### src/sokp_params.svh
/*
  Holds the register offsets, field positions and reset values of the
  key page control block.
  Assumes a 32-bit APB bus with one aligned word for each register.
*/
`ifndef SOKP_PARAMS_SVH
`define SOKP_PARAMS_SVH

`define SOKP_OFF_CTRL 12'h000
`define SOKP_OFF_STAT 12'h004
`define SOKP_OFF_CLR 12'h008
`define SOKP_OFF_IEN 12'h00C
`define SOKP_OFF_TEXT_LO 12'h010
`define SOKP_OFF_TEXT_HI 12'h014
`define SOKP_OFF_RDATA_LO 12'h018
`define SOKP_OFF_RDATA_HI 12'h01C
`define SOKP_OFF_ENGINE 12'h020

`define SOKP_BIT_PROG 0
`define SOKP_BIT_PAGE_LO 1
`define SOKP_BIT_READ 5
`define SOKP_BIT_IE 6
`define SOKP_BIT_PROGRAM_TEST_MIRROR 7
`define SOKP_TEST_FUSE_BIT 30

`define SOKP_BIT_ENG_ON 0
`define SOKP_BIT_ENG_GO 1
`define SOKP_BIT_ENG_MODE 2
`define SOKP_BIT_ENG_BUSY 3

`define SOKP_PAGE_MAX 4'h7
`define SOKP_CTRL_RESET 16'h0000
`define SOKP_ST_DONE 0
`define SOKP_ST_BADPAGE 1

`endif

### src/sokp_pkg.sv
/*
  Holds the types shared by the key page control block.
  Assumes the constants header is included by the files that need it.
*/
package sokp_pkg;

  typedef enum logic [1:0] {
    SOKP_IDLE = 2'b00,
    SOKP_RUN = 2'b01,
    SOKP_DONE = 2'b10
  } sokp_state_t;

  typedef struct packed {
    logic req;
    logic write;
    logic [3:0] page;
    logic [63:0] data;
  } sokp_req_t;

  typedef struct packed {
    logic busy;
    logic done;
    logic [63:0] data;
  } sokp_rsp_t;

endpackage

### src/sokp_otp_ctrl.sv
/*
  Holds the key page control block: APB registers, the page control
  register, the completion interrupt and the array sequencer.
  Assumes the engine on, go and mode bits come from same-clock logic and
  the key storage array answers each request with a one-cycle ack.
*/
// Local design decisions: the address map and register access over APB.
`timescale 1ns/1ps
`include "sokp_params.svh"

// Notes on behaviour
// - Bit 7 mirrors configuration page fuse 30.
// - Enabled bit 6 raises interrupt on completion; IRQ_OUT also needs IEN bit 0.
// - Read start bit 5 runs until completion.
// - Page field bits 4-1; above 0111 reserved.
// - Program start bit 0 writes text register.
// - Reset or mode bit clears control fields.
// - Program start also cleared when go clears.
// - Hardware clears start bit at completion.
// - Bits 15-8 read zero, ignore writes.
module sokp_otp_ctrl
  import sokp_pkg::*;
(
  input wire logic CLK_IN,
  input wire logic RST_N_IN,
  input wire logic PSEL_IN,
  input wire logic PENABLE_IN,
  input wire logic PWRITE_IN,
  input wire logic [11:0] PADDR_IN,
  input wire logic [31:0] PWDATA_IN,
  output logic [31:0] PRDATA_OUT,
  output logic PREADY_OUT,
  output logic PSLVERR_OUT,
  input wire logic [63:0] CFG_PAGE_IN,
  output logic ARR_REQ_OUT,
  output logic ARR_WRITE_OUT,
  output logic [3:0] ARR_PAGE_OUT,
  output logic [63:0] ARR_WDATA_OUT,
  input wire logic ARR_ACK_IN,
  input wire logic [63:0] ARR_RDATA_IN,
  output logic ENGINE_BUSY_FLAG_OUT,
  output logic IRQ_OUT
);

  logic [15:0] ctrl_reg, ctrl_next;
  logic [2:0] engine_reg, engine_next;
  logic [63:0] text_reg, text_next;
  logic [1:0] stat_reg, stat_next;
  logic [1:0] ien_reg, ien_next;
  logic [31:0] prdata_reg, prdata_next;
  logic wr_en, rd_en, done_pulse, mode_clr, go_clr, bad_page, start;
  logic engine_on_bit, engine_go_flag, engine_mode_bit;
  sokp_req_t seq_req;
  sokp_rsp_t seq_rsp;

  function automatic logic hit(input logic [11:0] a, input logic [11:0] o);
    hit = (a == o);
  endfunction

  //////////////////////////////////////////////////////////////////////////
  // APB decode; every access completes in its first access cycle.

  assign wr_en = PSEL_IN && PENABLE_IN && PWRITE_IN;
  assign rd_en = PSEL_IN && !PENABLE_IN && !PWRITE_IN;
  assign PREADY_OUT = 1'b1;
  assign PSLVERR_OUT = PSEL_IN && PENABLE_IN && (PADDR_IN > `SOKP_OFF_ENGINE);
  assign PRDATA_OUT = prdata_reg;

  assign engine_on_bit = engine_reg[`SOKP_BIT_ENG_ON];
  assign engine_go_flag = engine_reg[`SOKP_BIT_ENG_GO];
  assign engine_mode_bit = engine_reg[`SOKP_BIT_ENG_MODE];
  assign done_pulse = seq_rsp.done;
  assign mode_clr = engine_mode_bit;
  assign go_clr = engine_go_flag && !engine_next[`SOKP_BIT_ENG_GO];
  assign bad_page = ctrl_reg[4:1] > `SOKP_PAGE_MAX;

  //////////////////////////////////////////////////////////////////////////
  // Engine bits and text register.

  always_comb
  begin
    engine_next = engine_reg;
    text_next = text_reg;
    if (wr_en && hit(PADDR_IN, `SOKP_OFF_ENGINE))
      engine_next = PWDATA_IN[2:0];
    if (wr_en && hit(PADDR_IN, `SOKP_OFF_TEXT_LO))
      text_next[31:0] = PWDATA_IN;
    if (wr_en && hit(PADDR_IN, `SOKP_OFF_TEXT_HI))
      text_next[63:32] = PWDATA_IN;
  end

  //////////////////////////////////////////////////////////////////////////
  // Page control register.

  always_comb
  begin
    ctrl_next = ctrl_reg;
    ctrl_next[`SOKP_BIT_PROGRAM_TEST_MIRROR] = CFG_PAGE_IN[`SOKP_TEST_FUSE_BIT];
    if (wr_en && hit(PADDR_IN, `SOKP_OFF_CTRL))
    begin
      ctrl_next[6:1] = PWDATA_IN[6:1];
      if (PWDATA_IN[`SOKP_BIT_READ])
        ctrl_next[`SOKP_BIT_READ] = 1'b1;
      if (PWDATA_IN[`SOKP_BIT_PROG])
        ctrl_next[`SOKP_BIT_PROG] = 1'b1;
      if (ctrl_reg[`SOKP_BIT_READ])
        ctrl_next[`SOKP_BIT_READ] = 1'b1;
    end
    if (done_pulse || (start && bad_page))
    begin
      ctrl_next[`SOKP_BIT_READ] = 1'b0;
      ctrl_next[`SOKP_BIT_PROG] = 1'b0;
    end
    if (go_clr)
      ctrl_next[`SOKP_BIT_PROG] = 1'b0;
    if (mode_clr)
      ctrl_next[6:0] = 7'h00;
    ctrl_next[15:8] = 8'h00;
  end

  assign start = (ctrl_reg[`SOKP_BIT_READ] || ctrl_reg[`SOKP_BIT_PROG])
    && engine_go_flag && !seq_rsp.busy;

  assign seq_req.req = start && !bad_page;
  assign seq_req.write = ctrl_reg[`SOKP_BIT_PROG];
  assign seq_req.page = ctrl_reg[4:1];
  assign seq_req.data = text_reg;

  //////////////////////////////////////////////////////////////////////////
  // Sticky status, enable, and clear register.

  always_comb
  begin
    stat_next = stat_reg;
    ien_next = ien_reg;
    if (wr_en && hit(PADDR_IN, `SOKP_OFF_CLR))
      stat_next = stat_reg & ~PWDATA_IN[1:0];
    if (wr_en && hit(PADDR_IN, `SOKP_OFF_IEN))
      ien_next = PWDATA_IN[1:0];
    if (done_pulse && ctrl_reg[`SOKP_BIT_IE])
      stat_next[`SOKP_ST_DONE] = 1'b1;
    if (start && bad_page)
      stat_next[`SOKP_ST_BADPAGE] = 1'b1;
  end

  assign IRQ_OUT = |(stat_reg & ien_reg);
  assign ENGINE_BUSY_FLAG_OUT = seq_rsp.busy;

  //////////////////////////////////////////////////////////////////////////
  // Read data mux.

  always_comb
  begin
    prdata_next = prdata_reg;
    if (rd_en)
    begin
      prdata_next = 32'h00000000;
      if (hit(PADDR_IN, `SOKP_OFF_CTRL))
        prdata_next = {16'h0000, ctrl_reg};
      else if (hit(PADDR_IN, `SOKP_OFF_STAT))
        prdata_next = {30'h00000000, stat_reg};
      else if (hit(PADDR_IN, `SOKP_OFF_IEN))
        prdata_next = {30'h00000000, ien_reg};
      else if (hit(PADDR_IN, `SOKP_OFF_TEXT_LO))
        prdata_next = text_reg[31:0];
      else if (hit(PADDR_IN, `SOKP_OFF_TEXT_HI))
        prdata_next = text_reg[63:32];
      else if (hit(PADDR_IN, `SOKP_OFF_RDATA_LO))
        prdata_next = seq_rsp.data[31:0];
      else if (hit(PADDR_IN, `SOKP_OFF_RDATA_HI))
        prdata_next = seq_rsp.data[63:32];
      else if (hit(PADDR_IN, `SOKP_OFF_ENGINE))
        prdata_next = {28'h0000000, seq_rsp.busy, engine_reg};
    end
  end

  always_ff @(posedge CLK_IN or negedge RST_N_IN)
  begin
    if (!RST_N_IN)
    begin
      ctrl_reg <= `SOKP_CTRL_RESET;
      engine_reg <= 3'h0;
      text_reg <= 64'h0000000000000000;
      stat_reg <= 2'h0;
      ien_reg <= 2'h0;
      prdata_reg <= 32'h00000000;
    end
    else
    begin
      ctrl_reg <= ctrl_next;
      engine_reg <= engine_next;
      text_reg <= text_next;
      stat_reg <= stat_next;
      ien_reg <= ien_next;
      prdata_reg <= prdata_next;
    end
  end

  // Read data is captured at the end of the setup cycle, so PRDATA_OUT
  // stands through the access cycle in which the master takes it.

  sokp_array_seq u_seq (
    .clk_in(CLK_IN),
    .rst_n_in(RST_N_IN),
    .abort_in(mode_clr),
    .req_in(seq_req),
    .rsp_out(seq_rsp),
    .arr_req_out(ARR_REQ_OUT),
    .arr_write_out(ARR_WRITE_OUT),
    .arr_page_out(ARR_PAGE_OUT),
    .arr_wdata_out(ARR_WDATA_OUT),
    .arr_ack_in(ARR_ACK_IN),
    .arr_rdata_in(ARR_RDATA_IN)
  );

  //////////////////////////////////////////////////////////////////////////
  // Checks.

  AST_MIRROR: assert property (@(posedge CLK_IN) disable iff (!RST_N_IN)
    !engine_mode_bit |=> ctrl_reg[7] == $past(CFG_PAGE_IN[30]))
    else $error("Test mirror does not follow fuse.");
  AST_IRQ: assert property (@(posedge CLK_IN) disable iff (!RST_N_IN)
    done_pulse && ctrl_reg[6] && ien_reg[0] |=> IRQ_OUT)
    else $error("Completion interrupt missing.");
  AST_READ_CLR: assert property (@(posedge CLK_IN) disable iff (!RST_N_IN)
    done_pulse |=> !ctrl_reg[5] && !ctrl_reg[0])
    else $error("Start bit not cleared on completion.");
  AST_PAGE: assert property (@(posedge CLK_IN) disable iff (!RST_N_IN)
    ARR_REQ_OUT |-> ARR_PAGE_OUT <= 4'h7)
    else $error("Reserved page reached the array.");
  AST_PROG_DATA: assert property (@(posedge CLK_IN) disable iff (!RST_N_IN)
    seq_req.req && ctrl_reg[0] |=> ARR_WRITE_OUT
      && ARR_WDATA_OUT == $past(text_reg))
    else $error("Program data differs from text register.");
  AST_MODE: assert property (@(posedge CLK_IN) disable iff (!RST_N_IN)
    engine_mode_bit |=> ctrl_reg[6:0] == 7'h00)
    else $error("Mode bit did not clear control.");
  AST_GO: assert property (@(posedge CLK_IN) disable iff (!RST_N_IN)
    $fell(engine_go_flag) |-> !ctrl_reg[0])
    else $error("Program start survived go clear.");
  AST_UPPER: assert property (@(posedge CLK_IN) disable iff (!RST_N_IN)
    ctrl_reg[15:8] == 8'h00)
    else $error("Upper control bits nonzero.");
  AST_SAME: assert property (@(posedge CLK_IN) disable iff (!RST_N_IN)
    $fell(ctrl_reg[5]) && !$past(engine_mode_bit) && $past(ctrl_reg[6])
      && !$past(bad_page) |-> stat_reg[0])
    else $error("Interrupt and start clear not aligned.");
  AST_SPAN: assert property (@(posedge CLK_IN) disable iff (!RST_N_IN)
    ARR_REQ_OUT && ARR_ACK_IN && !mode_clr |=> ENGINE_BUSY_FLAG_OUT ##1
      !ENGINE_BUSY_FLAG_OUT)
    else $error("Busy did not end after ack.");

  COV_READ: cover property (@(posedge CLK_IN) disable iff (!RST_N_IN)
    seq_req.req && !seq_req.write ##[1:20] done_pulse);
  COV_PROG: cover property (@(posedge CLK_IN) disable iff (!RST_N_IN)
    seq_req.req && seq_req.write ##[1:20] done_pulse);
  COV_IRQ: cover property (@(posedge CLK_IN) disable iff (!RST_N_IN)
    $rose(IRQ_OUT));
  COV_BAD: cover property (@(posedge CLK_IN) disable iff (!RST_N_IN)
    start && bad_page);

endmodule // sokp_otp_ctrl

### src/sokp_array_seq.sv
/*
  Holds the sequencer that runs one read or program of the key storage
  array and reports completion.
  Assumes the array answers with a one-cycle ack and holds read data then.
*/
`timescale 1ns/1ps
`include "sokp_params.svh"

module sokp_array_seq
  import sokp_pkg::*;
(
  input wire logic clk_in,
  input wire logic rst_n_in,
  input wire logic abort_in,
  input wire sokp_req_t req_in,
  output sokp_rsp_t rsp_out,
  output logic arr_req_out,
  output logic arr_write_out,
  output logic [3:0] arr_page_out,
  output logic [63:0] arr_wdata_out,
  input wire logic arr_ack_in,
  input wire logic [63:0] arr_rdata_in
);

  sokp_state_t state_reg, state_next;
  logic [63:0] data_reg, data_next;
  logic write_reg, write_next;
  logic [3:0] page_reg, page_next;
  logic [63:0] wdata_reg, wdata_next;

  //////////////////////////////////////////////////////////////////////////
  // One operation at a time; an abort drops it without a completion.

  always_comb
  begin
    state_next = state_reg;
    data_next = data_reg;
    write_next = write_reg;
    page_next = page_reg;
    wdata_next = wdata_reg;
    unique case (state_reg)
      SOKP_IDLE:
      begin
        if (req_in.req && !abort_in)
        begin
          state_next = SOKP_RUN;
          write_next = req_in.write;
          page_next = req_in.page;
          wdata_next = req_in.data;
        end
      end
      SOKP_RUN:
      begin
        if (abort_in)
          state_next = SOKP_IDLE;
        else if (arr_ack_in)
        begin
          state_next = SOKP_DONE;
          if (!write_reg)
            data_next = arr_rdata_in;
        end
      end
      SOKP_DONE:
      begin
        state_next = SOKP_IDLE;
      end
      default:
      begin
        state_next = SOKP_IDLE;
      end
    endcase
  end

  always_ff @(posedge clk_in or negedge rst_n_in)
  begin
    if (!rst_n_in)
    begin
      state_reg <= SOKP_IDLE;
      data_reg <= 64'h0000000000000000;
      write_reg <= 1'b0;
      page_reg <= 4'h0;
      wdata_reg <= 64'h0000000000000000;
    end
    else
    begin
      state_reg <= state_next;
      data_reg <= data_next;
      write_reg <= write_next;
      page_reg <= page_next;
      wdata_reg <= wdata_next;
    end
  end

  assign arr_req_out = (state_reg == SOKP_RUN);
  assign arr_write_out = write_reg;
  assign arr_page_out = page_reg;
  assign arr_wdata_out = wdata_reg;
  assign rsp_out.busy = (state_reg != SOKP_IDLE);
  assign rsp_out.done = (state_reg == SOKP_DONE);
  assign rsp_out.data = data_reg;

endmodule // sokp_array_seq

### config.mk
export PLATFORM = sky130hd
export DESIGN_NAME = sokp_otp_ctrl
export DESIGN_NICKNAME = d
export VERILOG_FILES = /design/src/sokp_pkg.sv /design/src/sokp_otp_ctrl.sv /design/src/sokp_array_seq.sv
export VERILOG_INCLUDE_DIRS = /design/src
export SDC_FILE = /design/constraint.sdc
export NUM_CORES = 1
export LEC_CHECK = 0
export BUFFER_PORTS_ARGS = -buffer_cell sky130_fd_sc_hd__buf_4
export CAP_MARGIN = 20
export CORE_MARGIN = 4
export CORE_UTILIZATION = 57
export DETAILED_ROUTE_END_ITERATION = 16
export PLACE_DENSITY = 0.92
export SLEW_MARGIN = 20
export SYNTH_ARGS = -nofsm -noshare
export SYNTH_HDL_FRONTEND = slang
export SYNTH_HIERARCHICAL = 1
export SYNTH_SLANG_ARGS = --single-unit
### constraint.sdc
create_clock -name CLK_IN -period 5.2 [get_ports CLK_IN]
set_clock_uncertainty 0.05 [all_clocks]
set_input_delay 1.04 -clock CLK_IN [delete_from_list [all_inputs] [get_ports CLK_IN]]
set_output_delay 1.04 -clock CLK_IN [all_outputs]
set_load 0.01 [all_outputs]
---- Yosys cells after proc, flatten, opt, wreduce, memory -nomap -nowiden ----
Cells that the tools add are included.
word-level totals
  bits in registers ....................... 246
  input port bits ......................... 178
  output and inout bits ................... 106
  word-level logic and storage cells ...... 100
cells by class
  $lt $le $gt $ge ......................... 2
  eq/ne operators ......................... 12
  mux-type cells .......................... 24
  bitwise operators ....................... 5
  reduce and logical (&&, ||, !) cells .... 40
operators by type and width
  operator               number
  $mux W32               7
  $eq A12 B5 Y1 const B  4
  $eq A12 B4 Y1 const B  2
  $logic_and A1 B1 Y1    18
  $mux W7                2
  $eq A12 B3 Y1 const B  1
  $eq A12 B6 Y1 const B  1
  $gt A12 B6 Y1 const B  1
  $logic_not A12 Y1      1
  $mux W2                5
  $mux W1                8
  $reduce_bool A2 Y1     4
  $reduce_bool A4 Y1     2
  $logic_not A1 Y1       6
  $reduce_and A2 Y1      3
  $and A2 B2 Y2          2
  $gt A4 B3 Y1 const B   1
  $mux W4                1
  $pmux W2 S2            1
  $reduce_and A4 Y1      1
  $ne A3 B1 Y1 const B   1
  $reduce_bool A3 Y1     1
  $eq A2 B1 Y1 const B   1
  $eq A2 B2 Y1 const B   1
  6 further kinds        8

---- Longest topological paths before layout ----
  depth after elaboration ................. 9
  depth in mapped cells ................... 8
  mapped depth without buffers ............ 5

---- By module ----
The synthesis kept the hierarchy.
modules (own cells, without submodules)
  module          times used  cells each  area each (um2)  seq. area each (um2)
  sokp_otp_ctrl   1           493         5,435.2          2,777.7
  sokp_array_seq  1           291         5,325.1          3,378.2

---- Least setup slack after synthesis ----
No wires, ideal clock.
  kind .................................... in2out
  from .................................... input port PADDR_IN[2]
  to ...................................... output port PSLVERR_OUT
  arrival ................................. 1.953 ns
  required time ........................... 4.110 ns
  slack ................................... 2.157 ns
  stages .................................. 4
  path buffers ............................ 1
  path through ............................ buf_2 -> or4_1 -> o21ai_0 -> a21oi_1
between the ends
  cells in the longest elaborated chain, start to end .. 2
ends and longest elaborated chain
  item                            RTL line             text
  start, declared                 sokp_otp_ctrl.sv:29  input wire logic [11:0] PADDR_IN,
  $gt A12 B6 Y1 (no source line)  -
  $logic_and A1 B1 Y1             sokp_otp_ctrl.sv:66  assign PSLVERR_OUT = PSEL_IN && PENABLE_IN && (PADDR_IN > `SOKP_OFF_ENGINE);
  end, declared                   sokp_otp_ctrl.sv:33  output logic PSLVERR_OUT,
Every way passes these cells.

---- Final worst setup path ----
Ends and elaborated chain as after synthesis.

==> results.tsv <==
metric	value	unit
Yosys top cell by area	dfrtp_1	
gr usage total	27.5	%
row cnt	49	
R2R setup slack	2.45	ns
slew margin rel.	34.4	%
Netlist cell types	56	
Post-CTS Setup Repair Bufs	0	
Antenna Violating Nets Remaining	0	
Slew Viols, Final	0	
core area	18300	sq um
Peak VDD IR	0.247	mV
via count	7518	
Tot Pwr	4.14	mW
final wirelength	29400	um
setup TNS	0	ns
clock buffer depth	3	
CTS Hold Bufs	0	
DRT iter0 DRCs	489	
Final period util	65.6	%
number of synthesized flops with an enable pin	0	
crit path DAT	2.32	ns
CP Buf/Inv Count	2	
Synth warnings	6	
DP Wirelength	19300	um
worst setup margin	1.79	ns
hold-critical path depth	2	
r2r worst-path depth	6	
post-synth top area share	57.2	%
met2 Use GR	46.2	%
Multi-input gate area	4320	sq um
Num CTS Buffers	26	
Top cell by count, worst path	buf_4	
wire per inst	23.6	um
GPL Wtd Cong	0.936	
CP delay by family, top	simple AND/OR/NAND/NOR gates	
worst-path fanout max	20	
CP endpoint kind	output pin	
hold path start	PRDATA_OUT[31]$_DFFE_PN0P_	
initial antenna violation count	0	
Seq cells post-synth	246	
Clock Sinks	246	
met1 Use GR	35.0	%
Critical Path Source Type	primary input	
met3 global-route usage	6.26	%
Clk Tree Root Cell	clkbuf_16	
CP Launch Point	PADDR_IN[2]	
FF+latch area	6160	sq um
Netlist Area Pre-Place	10800	sq um
clock transition at the registers of the reported paths	0.06	ns
min-delay worst type	reg -> reg	
pre-CTS WS	1.71	ns
Horiz. Die Dim	145	um
CTS tree	built	
syn nets	962	
Initial Util	58.9	%
Critical Path RT	4.11	ns
CP Cell Sequence	buf_4 > or4_1 > o21ai_0 > a21oi_1 > buf_4	
worst slew pin tran	0.984	ns
number of global-route vias before repair	8349	
top area cells in the synthesized netlist	dfrtp_1, mux2_4, mux2_2	
# IOs	284	
status	completed	
RSZ-0062 raised after global routing	no	
Critical Path Stages	5	
filler cell count	1104	
DRC Markers	0	
Setup Crit Path Kind	in -> out	
Max Fclk	293	MHz
final setup fails	0	
Period minus WS final	3.41	ns
Syn Inst Count	784	
dominant synthesized flop cell	dfrtp_1	
ant diodes	0	
slowest CP cell	or4_1	
PostCTS Resize Cnt	0	
GRT Residual Overflow	0	
global-route wire length before repair	46400	um
H-tree Lvls	1	
ratio of cells with drive above 1 in the final layout	48.6	%
largest net degree at the start of global routing	113	
DIE AREA	21100	sq um
critical path's largest stage delay	0.59	ns
Mapped Avg Cell Area	13.7	sq um
Vias per Instance	6.04	
Hold Vio Cnt, Final	0	
Power Density	308	nW/um^2
gr busiest metal	met2	
worst r2r src	u_seq/state_reg[1]$_DFFE_PN0P_	
register area share after synthesis	57.2	%
number of max-cap violations	0	
Port Buffers	219	
drt first pass iters	5	
area delta synth->final	24.9	%
worst-skew pair later-pin latency	0.51	ns
DIE HEIGHT	145	um
Leak	6.60	nW
Post-synth ARST share	100	%
Final #Nets	1174	
[final timing paths]
path                                                       endpoint
max in group asynchronous                 PRDATA_OUT[5]$_DFFE_PN0P_
worst max-delay path                                    PSLVERR_OUT
worst min-delay path                     PRDATA_OUT[31]$_DFFE_PN0P_
worst min register to register           PRDATA_OUT[31]$_DFFE_PN0P_
worst max register to register  u_seq/arr_wdata_out[21]$_DFFE_PN0P_
min in group asynchronous                  text_reg[29]$_DFFE_PN0P_
[placed cells by master, fill, tap and decap left out, types with 8 or more instances in the layout]
cell | netlist | final
a221oi_1 | 27 | 27
o21ai_0 | 61 | 61
clkbuf_16 | 0 | 27
nand2_1 | 39 | 39
nor2_1 | 45 | 43
a21oi_1 | 34 | 34
nor3_1 | 8 | 8
mux2_2 | 116 | 116
mux2_4 | 88 | 88
buf_4 | 2 | 228
dfrtp_1 | 246 | 246
[layout make-up]
class,count,area share [%]
clock inverters,10,0.866
repair buffers,231,13.1
multi-input cells,488,32.1
inverters,3,0.0838
flip-flops and latches,246,45.8
clock buffers,38,5.86
well taps,229,2.13
[synthesized netlist by cell type (7+ instances only)]
library cell	count
a221oi_1	27
nand2_1	39
nor3_1	8
mux2_4	88
mux2_2	116
dfrtp_1	246
a21oi_1	34
buf_8	7
a22oi_1	7
nor2_1	45
buf_2	13
o21ai_0	61
clkbuf_1	18
[metrics by stage]
step                hold WS (ns)  instance area [sq um]  util, %  instances
finish                     0.439                  13400     73.6       1245
global route               0.460                  13400     73.6       1245
CTS                        0.443                  13400     73.6       1245
detailed placement         0.425                  12500     68.6       1197
global placement           0.414                  12500     68.6       1197
floorplan                  0.399                  10800        -        784
[power by group]
part | switching, mW | internal [mW]
sequential | 0.0328 | 1.96
clock | 0.753 | 1.15
combinational | 0.111 | 0.132
total | 0.897 | 3.25
[logic make-up after synthesis]
logic type | share of synthesized area, %
AO/OA/AOI/OAI | 8.62
buffers and inverters | 3.05
flip-flops | 57.2
multiplexers | 25.0
other | 0.0349
AND/OR/NAND/NOR | 6.10
[worst reg2reg max path, stage by stage (launching register included)]
cell and delay, ns:
dfrtp_1 0.46, or2_2 0.37, nor4b_1 0.44, nand2b_1 0.18, nor3_4 0.15, buf_4 0.51
mux2_2 0.47
[per-layer routing]
metal | wire length (um) | vias to the layer above | part of all wire (%)
met3 | 2350 | 68 | 8.0
met4 | 823 | 0 | 2.8
li1 | - | 3281 | -
met5 | 0 | - | 0
met2 | 14800 | 368 | 50
met1 | 11400 | 3801 | 39
No activity file was read; power rests on OpenSTA's default activity.
